===== src/design/bsc_pkg.sv =====
// Package holding constants and types for the boot and security control block.
package bsc_pkg;

  localparam int unsigned BSC_ADDR_W = 32;
  localparam int unsigned BSC_UID_W = 128;
  localparam int unsigned BSC_OPT_W = 8;
  localparam logic [11:0] BSC_SEC_OFFSET = 12'h040e;
  localparam logic [7:0] BSC_SEC_UNSECURE = 8'h02;
  localparam logic [1:0] BSC_SEC_FIELD_UNSECURE = 2'h2;
  localparam logic [BSC_ADDR_W-1:0] BSC_ROM_BASE = 32'h1c00_0000;
  localparam logic [BSC_ADDR_W-1:0] BSC_FLASH_BASE = 32'h0000_0000;
  localparam logic [BSC_OPT_W-1:0] BSC_OPT_RESET = 8'hff;
  localparam logic BSC_ROM_RESET = 1'b1;
  localparam logic BSC_SECURED_RESET = 1'b1;
  localparam logic [7:0] BSC_SEC_RESET = 8'hff;
  localparam logic [BSC_ADDR_W-1:0] BSC_VECTOR_OFFSET_REGISTER_RESET = 32'h0000_0000;
  localparam logic [BSC_ADDR_W-1:0] BSC_VECTOR_OFFSET_REGISTER_MASK = 32'hffff_ff80;
  localparam logic [BSC_UID_W-1:0] BSC_UID_RESET = 128'h0;

  typedef enum logic [2:0] {
    BSC_LOAD,
    BSC_RUN,
    BSC_ERASE,
    BSC_ERASE_WAIT
  } bsc_state_t;

endpackage : bsc_pkg


===== src/design/bsc_top.sv =====
// Boot source selection, security gating and unique ID load.
`timescale 1ns/1ps
`default_nettype none

// Behaviour
// - Boot source is internal flash or on-chip ROM.
// - Boot option bits are read-only, copied from the option byte at the load after reset.
// - Blank part boots ROM with vectors at ROM base; otherwise vectors at flash.
// - A programmable vector offset register relocates the table after reset.
// - Security setting at offset 0x40e decides whether the part is secured.
// - While secured, debug-port memory accesses are refused.
// - While secured, bootloader flash readout commands are rejected.
// - Debugger mass-erase request runs an erase-all-blocks operation.
// - Bootloader erase-all-unsecure command or matching backdoor key unsecures.
// - After power-on reset the 128-bit unique ID is loaded.
module bsc_top
  import bsc_pkg::*;
(
  input  wire logic                  mclk,
  input  wire logic                  rst,
  input  wire logic                  por,
  input  wire logic                  nvm_valid,
  input  wire logic                  nvm_blank,
  input  wire logic [BSC_OPT_W-1:0]  flash_boot_option_word,
  input  wire logic [7:0]            nvm_sec_byte,
  input  wire logic [BSC_UID_W-1:0]  nvm_uid,
  input  wire logic                  vector_offset_register_we,
  input  wire logic [BSC_ADDR_W-1:0] vector_offset_register_wdata,
  input  wire logic                  dbg_mem_req,
  input  wire logic                  mailbox_mass_erase,
  input  wire logic                  bl_read_req,
  input  wire logic                  bl_erase_unsecure,
  input  wire logic                  bl_key_req,
  input  wire logic                  bl_key_match,
  input  wire logic                  erase_done,
  output logic                       ready,
  output logic                       boot_from_rom,
  output logic [BSC_OPT_W-1:0]       boot_option_register,
  output logic [BSC_ADDR_W-1:0]      vector_offset_register,
  output logic                       secured,
  output logic                       dbg_mem_grant,
  output logic                       dbg_mem_refuse,
  output logic                       bl_read_grant,
  output logic                       bl_read_refuse,
  output logic                       erase_all_start,
  output logic                       erase_busy,
  output logic [BSC_UID_W-1:0]       system_config_block_uid
);

  bsc_state_t                  state_q, state_d;
  logic                        rom_q, rom_d;
  logic [BSC_OPT_W-1:0]        opt_q, opt_d;
  logic [BSC_ADDR_W-1:0]       vector_offset_register_q, vector_offset_register_d;
  logic                        sec_q, sec_d;
  logic                        start_q, start_d;
  logic [BSC_UID_W-1:0]        uid_q, uid_d;
  logic                        uid_pend_q, uid_pend_d;
  logic                        load_take;
  logic                        in_run;
  logic                        erase_req;
  logic                        key_ok;
  logic                        erase_end;
  logic                        sec_from_nvm;

  // Request decode shared by the groups below.
  assign load_take    = (state_q == BSC_LOAD) && nvm_valid;
  assign in_run       = (state_q == BSC_RUN);
  // Both erase sources start the same erase-all-blocks operation.
  assign erase_req    = in_run && (mailbox_mass_erase || bl_erase_unsecure);
  // An erase asked for in the same cycle wins over a key.
  assign key_ok       = in_run && bl_key_req && bl_key_match && !erase_req;
  // A done seen while still starting belongs to no request of ours and is ignored.
  assign erase_end    = (state_q == BSC_ERASE_WAIT) && erase_done;
  // Only the unsecure value in bits 1:0 clears security; every other value there leaves the part secured.
  assign sec_from_nvm = (nvm_sec_byte[1:0] != BSC_SEC_FIELD_UNSECURE);

  // Load once after reset, then run; an erase keeps the part out of run until done.
  always_comb
  begin
    state_d = state_q;
    case (state_q)
      BSC_LOAD:
      begin
        if (load_take)
        begin
          state_d = BSC_RUN;
        end
      end
      BSC_RUN:
      begin
        if (erase_req)
        begin
          state_d = BSC_ERASE;
        end
      end
      BSC_ERASE:
      begin
        state_d = BSC_ERASE_WAIT;
      end
      BSC_ERASE_WAIT:
      begin
        if (erase_end)
        begin
          state_d = BSC_RUN;
        end
      end
      default:
      begin
        state_d = BSC_LOAD;
      end
    endcase
  end

  always_ff @(posedge mclk)
  begin
    if (rst)
    begin
      state_q <= BSC_LOAD;
    end
    else
    begin
      state_q <= state_d;
    end
  end

  // Boot choice and option bits change only at a load, so software sees them read-only.
  always_comb
  begin
    rom_d = rom_q;
    opt_d = opt_q;
    if (load_take)
    begin
      rom_d = nvm_blank;
      opt_d = flash_boot_option_word;
    end
  end

  always_ff @(posedge mclk)
  begin
    if (rst)
    begin
      rom_q <= BSC_ROM_RESET;
      opt_q <= BSC_OPT_RESET;
    end
    else
    begin
      rom_q <= rom_d;
      opt_q <= opt_d;
    end
  end

  always_comb
  begin
    vector_offset_register_d = vector_offset_register_q;
    if (load_take)
    begin
      vector_offset_register_d = nvm_blank ? BSC_ROM_BASE : BSC_FLASH_BASE;
    end
    else if (in_run && vector_offset_register_we)
    begin
      // The low bits are forced to zero since the table must sit on an aligned base.
      vector_offset_register_d = vector_offset_register_wdata & BSC_VECTOR_OFFSET_REGISTER_MASK;
    end
  end

  always_ff @(posedge mclk)
  begin
    if (rst)
    begin
      vector_offset_register_q <= BSC_VECTOR_OFFSET_REGISTER_RESET;
    end
    else
    begin
      vector_offset_register_q <= vector_offset_register_d;
    end
  end

  // Security is cleared by a finished erase, an accepted key, or a load that reads the unsecure code.
  always_comb
  begin
    sec_d = sec_q;
    if (load_take)
    begin
      sec_d = sec_from_nvm;
    end
    else if (key_ok || erase_end)
    begin
      sec_d = 1'b0;
    end
  end

  always_ff @(posedge mclk)
  begin
    if (rst)
    begin
      sec_q <= BSC_SECURED_RESET;
    end
    else
    begin
      sec_q <= sec_d;
    end
  end

  // A one-cycle start, so that the erase engine never sees a level it could restart on.
  always_comb
  begin
    start_d = erase_req;
  end

  always_ff @(posedge mclk)
  begin
    if (rst)
    begin
      start_q <= 1'b0;
    end
    else
    begin
      start_q <= start_d;
    end
  end

  // Only a power-on reset arms a reload; other resets keep the copy last taken.
  always_comb
  begin
    uid_d      = uid_q;
    uid_pend_d = uid_pend_q | por;
    if (load_take && uid_pend_q)
    begin
      uid_d      = nvm_uid;
      uid_pend_d = por;
    end
  end

  always_ff @(posedge mclk)
  begin
    if (rst)
    begin
      uid_q      <= uid_q;
      uid_pend_q <= uid_pend_q | por;
    end
    else
    begin
      uid_q      <= uid_d;
      uid_pend_q <= uid_pend_d;
    end
  end

  // Nothing is granted before the load finishes or while an erase is running.
  assign ready                   = (state_q == BSC_RUN);
  assign boot_from_rom           = rom_q;
  assign boot_option_register    = opt_q;
  assign vector_offset_register  = vector_offset_register_q;
  assign secured                 = sec_q;
  assign erase_all_start         = start_q;
  assign system_config_block_uid = uid_q;

  // Busy covers both erase states, the whole span of an erase in which ready is low.
  always_comb
  begin
    case (state_q)
      BSC_ERASE,
      BSC_ERASE_WAIT:
      begin
        erase_busy = 1'b1;
      end
      default:
      begin
        erase_busy = 1'b0;
      end
    endcase
  end

  // Grants answer in the same cycle; a refusal is any request that is not granted.
  always_comb
  begin
    dbg_mem_grant  = 1'b0;
    dbg_mem_refuse = 1'b0;
    bl_read_grant  = 1'b0;
    bl_read_refuse = 1'b0;
    if (dbg_mem_req)
    begin
      if (ready && !sec_q)
      begin
        dbg_mem_grant = 1'b1;
      end
      else
      begin
        dbg_mem_refuse = 1'b1;
      end
    end
    if (bl_read_req)
    begin
      if (ready && !sec_q)
      begin
        bl_read_grant = 1'b1;
      end
      else
      begin
        bl_read_refuse = 1'b1;
      end
    end
  end

endmodule : bsc_top

`default_nettype wire


===== config.mk =====
export PLATFORM = sky130hd
export DESIGN_NAME = bsc_top
export DESIGN_NICKNAME = d
export VERILOG_FILES = /design/src/design/bsc_pkg.sv /design/src/design/bsc_top.sv
export SDC_FILE = /design/constraint.sdc
export NUM_CORES = 1
export LEC_CHECK = 0
export ABC_AREA = 1
export CORE_AREA = 2 2 143 145
export CTS_CLUSTER_SIZE = 28
export DETAILED_ROUTE_END_ITERATION = 12
export DIE_AREA = 0 0 145 147
export DONT_BUFFER_PORTS = 1
export PLACE_DENSITY = 0.39
export SYNTH_ARGS = -nofsm -noshare
export SYNTH_HDL_FRONTEND = slang
export SYNTH_SLANG_ARGS = --single-unit

===== constraint.sdc =====
create_clock -name mclk -period 16.7 [get_ports mclk]
set_input_delay 0.835 -clock mclk [delete_from_list [all_inputs] [get_ports mclk]]
set_output_delay 0.835 -clock mclk [all_outputs]
set_load 0.005 [all_outputs]

==> qor.yml, run 1 <==
run_status: "finished clean"
placedInstanceArea_um2: 5730
ys.flop_type: "edfxtp_1"
finish.utilization: 0.318
port_buffers: 0
hold_path_startpoint: "rst"
numPlacedInstances: 599
synth_cells: 339
synth_largest_type_area_fraction: 0.700
global_route.overflow_total: 0
crit_path_max_fanout: 10
slew_headroom: 0.445
required_ns: 15.87
instances_no_fill: 632
grt_pass1_vias: 2605
synth_area_per_cell_um2: 16.2
routabilityCongestion: 0.734
cts_sinks: 167
timing.setup.tns_ns: 0
synthMostInstantiatedCell: "edfxtp_1"
timing.final.ws_setup_ns: 14.25
track_usage: 0.117
crit_path_start_kind: "flip-flop"
crit_path_end_kind: "output pin"
remaining_drc_errors: 0
power_per_cell_area_nw_per_um2: 162
dp_hpwl_um: 9500
final_min_period_over_clock_period: 0.147
min_delay_path_depth: 1
numCtsBuffers: 17
clk_transition_reported_paths_ns: 0.07
drt_iter0_drc: 100
post_synth_most_frequent_cells: "edfxtp_1 (128), nand2_1 (68), dfxtp_1 (39)"
r2r_end: "system_config_block_uid[13]$_DFFE_PP_"
hold_ws_ns: 0.464
die_w_um: 145
fin_nets: 541
yosysSeqAreaShare: 0.842
async_flop_share: 0
cts_tree: "yes"
viasPerCell: 4.28
power.leakage_nw: 2.13
final_layout_size_suffix_gt1_frac: 0.122
cts_setup_buffers: 0
wl_per_cell_um: 20.4
start_util: 0.277
reg2reg_slack_ns: 14.60
final_hold_viol_count: 0
drv.max_cap_violation_count: 0
post_synth_num_cell_types: 22
count_of_flip_flops_with_a_built_in_enable_after_synthesis: 128
design_power_total_mw: 1.02
fp.coreArea_um2: 19800
clock_insertion_delay_worst_skew_ns: 0.43
grt_antenna_before_repair: 2
synth_seq_cells: 167
worst_r2r_startpoint: "state_q[0]$_SDFFE_PP0P_"
cp.arrival_ns: 1.62
flow.area_growth_from_synthesis_pct: 15.0
worst_ir_drop_on_vdd_uv: 59.9
grt_setup_unrepaired: "false"
netlist.top_cell.by_area: "edfxtp_1"
die_height_um: 147
clock_tree.htree_level_count: 4
largest_net_degree_at_the_start_of_global_routing: 68
drt_first_pass_iters: 4
floorplan.die_area_um2: 21300
wl_um: 12900
max-clock-path-buffers: 2
routed-via-count: 2705
fmax_ghz: 0.407
timing.clock.skew_ns: 0.0252
post_route_antenna_net_violation_count: 0
clockRootBuffer: "clkbuf_16"
cts-resized-gates: 0
finalWorstPathRequiredPeriod_ns: 2.45
setup_viol: 0
cts-hold-fix-buffers: 0
dp_slack_ns: 14.43
mappedNetlistArea_um2: 5490
rows: 52
yosys_warnings: 0
rr_worst_depth: 5
ios: 366
max_slew.worst_pin.slew_ns: 0.833
worstHoldEndpoint: "vector_offset_register[16]$_SDFFE_PP0P_"
final_design_area_no_fill_um2: 6310
grt_pass1_wl_um: 18000
yosys-top-cells-area: "edfxtp_1 (70%), dfxtp_1 (14%), nand2_1 (4.6%)"
slew_violations: 0
hold_path_class: "input pin to flip-flop"
timing_worst_setup_path_type: "flip-flop to output pin"
-- cell families (layout without fill, tap and decap cells) --
| logic type | after synthesis | count (layout) | share of synthesized area |
|---|---|---|---|
| flip-flops | 167 | 167 | 0.842 |
| AND/OR/NAND/NOR | 100 | 100 | 0.0779 |
| AO/OA/AOI/OAI | 36 | 36 | 0.0353 |
| buffers and inverters | 31 | 47 | 0.0349 |
| adder cells (fa/ha/maj) | 4 | 4 | 0.00911 |
| other | 1 | 8 | 0.000683 |
-- worst max path at each step --
| stage | end | from | slack (ns) | cells past startpoint |
|---|---|---|---|---|
| 2_1_floorplan | system_config_block_uid[0]$_DFFE_PP_ | nvm_valid | 6.21 | 3 |
| 3_3_place_gp | system_config_block_uid[113]$_DFFE_PP_ | nvm_valid | 14.48 | 3 |
| 3_5_place_dp | system_config_block_uid[13]$_DFFE_PP_ | nvm_valid | 14.43 | 3 |
| 4_1_cts | dbg_mem_grant | state_q[0]$_SDFFE_PP0P_ | 14.19 | 3 |
| 5_1_grt | dbg_mem_grant | state_q[1]$_SDFFE_PP0P_ | 14.05 | 4 |
| 6_report | dbg_mem_grant | state_q[1]$_SDFFE_PP0P_ | 14.25 | 4 |
-- flip-flops by register name, indices dropped and copies added (netlist names) --
name	flops
boot_option_register	8
system_config_block_uid	128
vector_offset_register	25
boot_from_rom	1
uid_pend_q	1
erase_all_start	1
state_q	2
secured	1
-- final cells by class --
class,count,area [um2]
Fill cell,1930,13500
Timing Repair Buffer,2,15.0
Clock buffer,17,425
Multi-Input combinational cell,147,703
Tap cell,270,338
Antenna cell,1,2.50
Clock inverter,15,158
Inverter,13,48.8
Sequential cell,167,4620
-- layer usage --
metal  GRT usage  routed length, um  vias up
met4      0.0559                235        0
met2       0.205               6990      194
met1       0.110               4290     1292
met5           0                  0        -
li1            -                  -     1203
met3      0.0689               1400       16
-- placed cells by master (no fill, tap or decap) --
master / instances
inv_6: 3
nand2_4: 3
nand2_1: 68
a21oi_1: 27
conb_1: 7
clkinvlp_4: 1
nor3_2: 1
dfxtp_1: 39
clkinv_4: 3
buf_4: 2
or2_2: 1
clkinv_8: 3
nor3_1: 1
inv_2: 2
o21ai_0: 5
nand4_1: 1
ha_1: 4
nor2_4: 1
edfxtp_1: 128
clkinv_1: 1
nor2_1: 12
a21oi_2: 3
diode_2: 1
inv_1: 11
o21bai_1: 1
nand3_1: 12
clkbuf_16: 17
inv_8: 4
-- worst max-delay path: stages (launching register included) --
cell and delay, ns:
dfxtp_1 0.33, inv_1 0.09, ha_1 0.50, nand2_1 0.14, nor2_1 0.15
-- power by group --
part / internal, mW / total, mW / leakage (nW) / switching, mW
registers: 0.515 / 0.549 / 1.49 / 0.0343
logic: 0.0248 / 0.0990 / 0.355 / 0.0742
clock network: 0.200 / 0.377 / 0.282 / 0.177
(Power assumes the default switching activity.)
==> run 2: changes to the inputs <==
Clock period 16.7 ns to 2.36 ns, I/O delays scaled along.
==> run 2 against run 1 <==
Effect of this change: the flow now stops in 4_1_cts; area after synthesis is the same; synthesized cell count is the same.
==> qor.yml, run 2 <==
run_status: "aborted with a tool error"
flow.stopped_at: "4_1_cts"
first-error: "[ERROR RSZ-0060] Max buffer count reached."
max-clock-path-buffers: 2
rows: 52
synth_largest_type_area_fraction: 0.700
clockRootBuffer: "clkbuf_16"
numCtsBuffers: 17
cts_setup_buffers: 0
post_synth_most_frequent_cells: "edfxtp_1 (128), nand2_1 (68), dfxtp_1 (39)"
cts-hold-fix-buffers: 127
mappedNetlistArea_um2: 5490
clock_tree.htree_level_count: 4
yosysSeqAreaShare: 0.842
yosys-top-cells-area: "edfxtp_1 (70%), dfxtp_1 (14%), nand2_1 (4.6%)"
cts-resized-gates: 0
post_synth_num_cell_types: 22
ys.flop_type: "edfxtp_1"
count_of_flip_flops_with_a_built_in_enable_after_synthesis: 128
netlist.top_cell.by_area: "edfxtp_1"
ios: 366
synth_cells: 339
yosys_warnings: 0
synth_seq_cells: 167
port_buffers: 0
die_height_um: 147
start_util: 0.277
async_flop_share: 0
placedInstanceArea_um2: 5800
dp_hpwl_um: 9990
cts_sinks: 167
synth_area_per_cell_um2: 16.2
synthMostInstantiatedCell: "edfxtp_1"
die_w_um: 145
routabilityCongestion: 0.735
-- run 2: cell counts after synthesis --
Identical to the previous run, type by type.
-- run 2: cell families after synthesis --
logic type | synth area share
adder cells (fa/ha/maj) | 0.00911
buffers and inverters | 0.0349
AO/OA/AOI/OAI | 0.0353
other | 0.000683
flip-flops | 0.842
AND/OR/NAND/NOR | 0.0779
-- run 2: metrics by stage --
step	hold slack, ns	setup TNS, ns	cells	setup WS [ns]
2_1_floorplan	0.217	-242.74	345	-1.90
3_3_place_gp	0.184	0	601	0.557
3_5_place_dp	0.185	0	601	0.512
==> run 3: changes to the inputs <==
Settings changed: CORE_AREA 2 2 143 145 to 2 2 169 171, CTS_CLUSTER_SIZE 28 to not set, DIE_AREA 0 0 145 147 to 0 0 171 173, PLACE_DENSITY 0.39 to not set, PLACE_DENSITY_LB_ADDON set to 0.15.
==> run 3 against run 2 <==
Effect of this change: the flow again stops in 4_1_cts; synthesized cell count unchanged; area after synthesis is the same.
==> qor.yml, run 3 <==
cts_setup_buffers: 0
dp_hpwl_um: 9970
run_status: "aborted with a tool error"
count_of_flip_flops_with_a_built_in_enable_after_synthesis: 128
async_flop_share: 0
synthMostInstantiatedCell: "edfxtp_1"
yosys_warnings: 0
die_w_um: 171
synth_largest_type_area_fraction: 0.700
ys.flop_type: "edfxtp_1"
cts_sinks: 167
synth_seq_cells: 167
max-clock-path-buffers: 2
routabilityCongestion: 0.702
post_synth_most_frequent_cells: "edfxtp_1 (128), nand2_1 (68), dfxtp_1 (39)"
numCtsBuffers: 17
cts-resized-gates: 0
netlist.top_cell.by_area: "edfxtp_1"
start_util: 0.199
ios: 366
mappedNetlistArea_um2: 5490
yosys-top-cells-area: "edfxtp_1 (70%), dfxtp_1 (14%), nand2_1 (4.6%)"
synth_area_per_cell_um2: 16.2
clockRootBuffer: "clkbuf_16"
clock_tree.htree_level_count: 4
first-error: "[ERROR RSZ-0060] Max buffer count reached."
yosysSeqAreaShare: 0.842
rows: 61
cts-hold-fix-buffers: 149
synth_cells: 339
post_synth_num_cell_types: 22
flow.stopped_at: "4_1_cts"
port_buffers: 0
die_height_um: 173
[run 3: cell counts after synthesis]
No cell type changed its count.
[run 3: cell families after synthesis]
kind of cell	synth area share
adders and majority gates	0.00911
DFF	0.842
AOI/OAI and AO/OA	0.0353
other	0.000683
buffers and inverters	0.0349
and+or+nand+nor	0.0779
[run 3: per-stage QoR]
stage | setup WS, ns | hold slack, ns | instances | setup TNS (ns) | area [um2]
3_5_place_dp | 0.564 | 0.185 | 708 | 0 | 5920
3_3_place_gp | 0.602 | 0.185 | 708 | 0 | 5920
2_1_floorplan | -1.90 | 0.217 | 345 | -242.74 | 5550
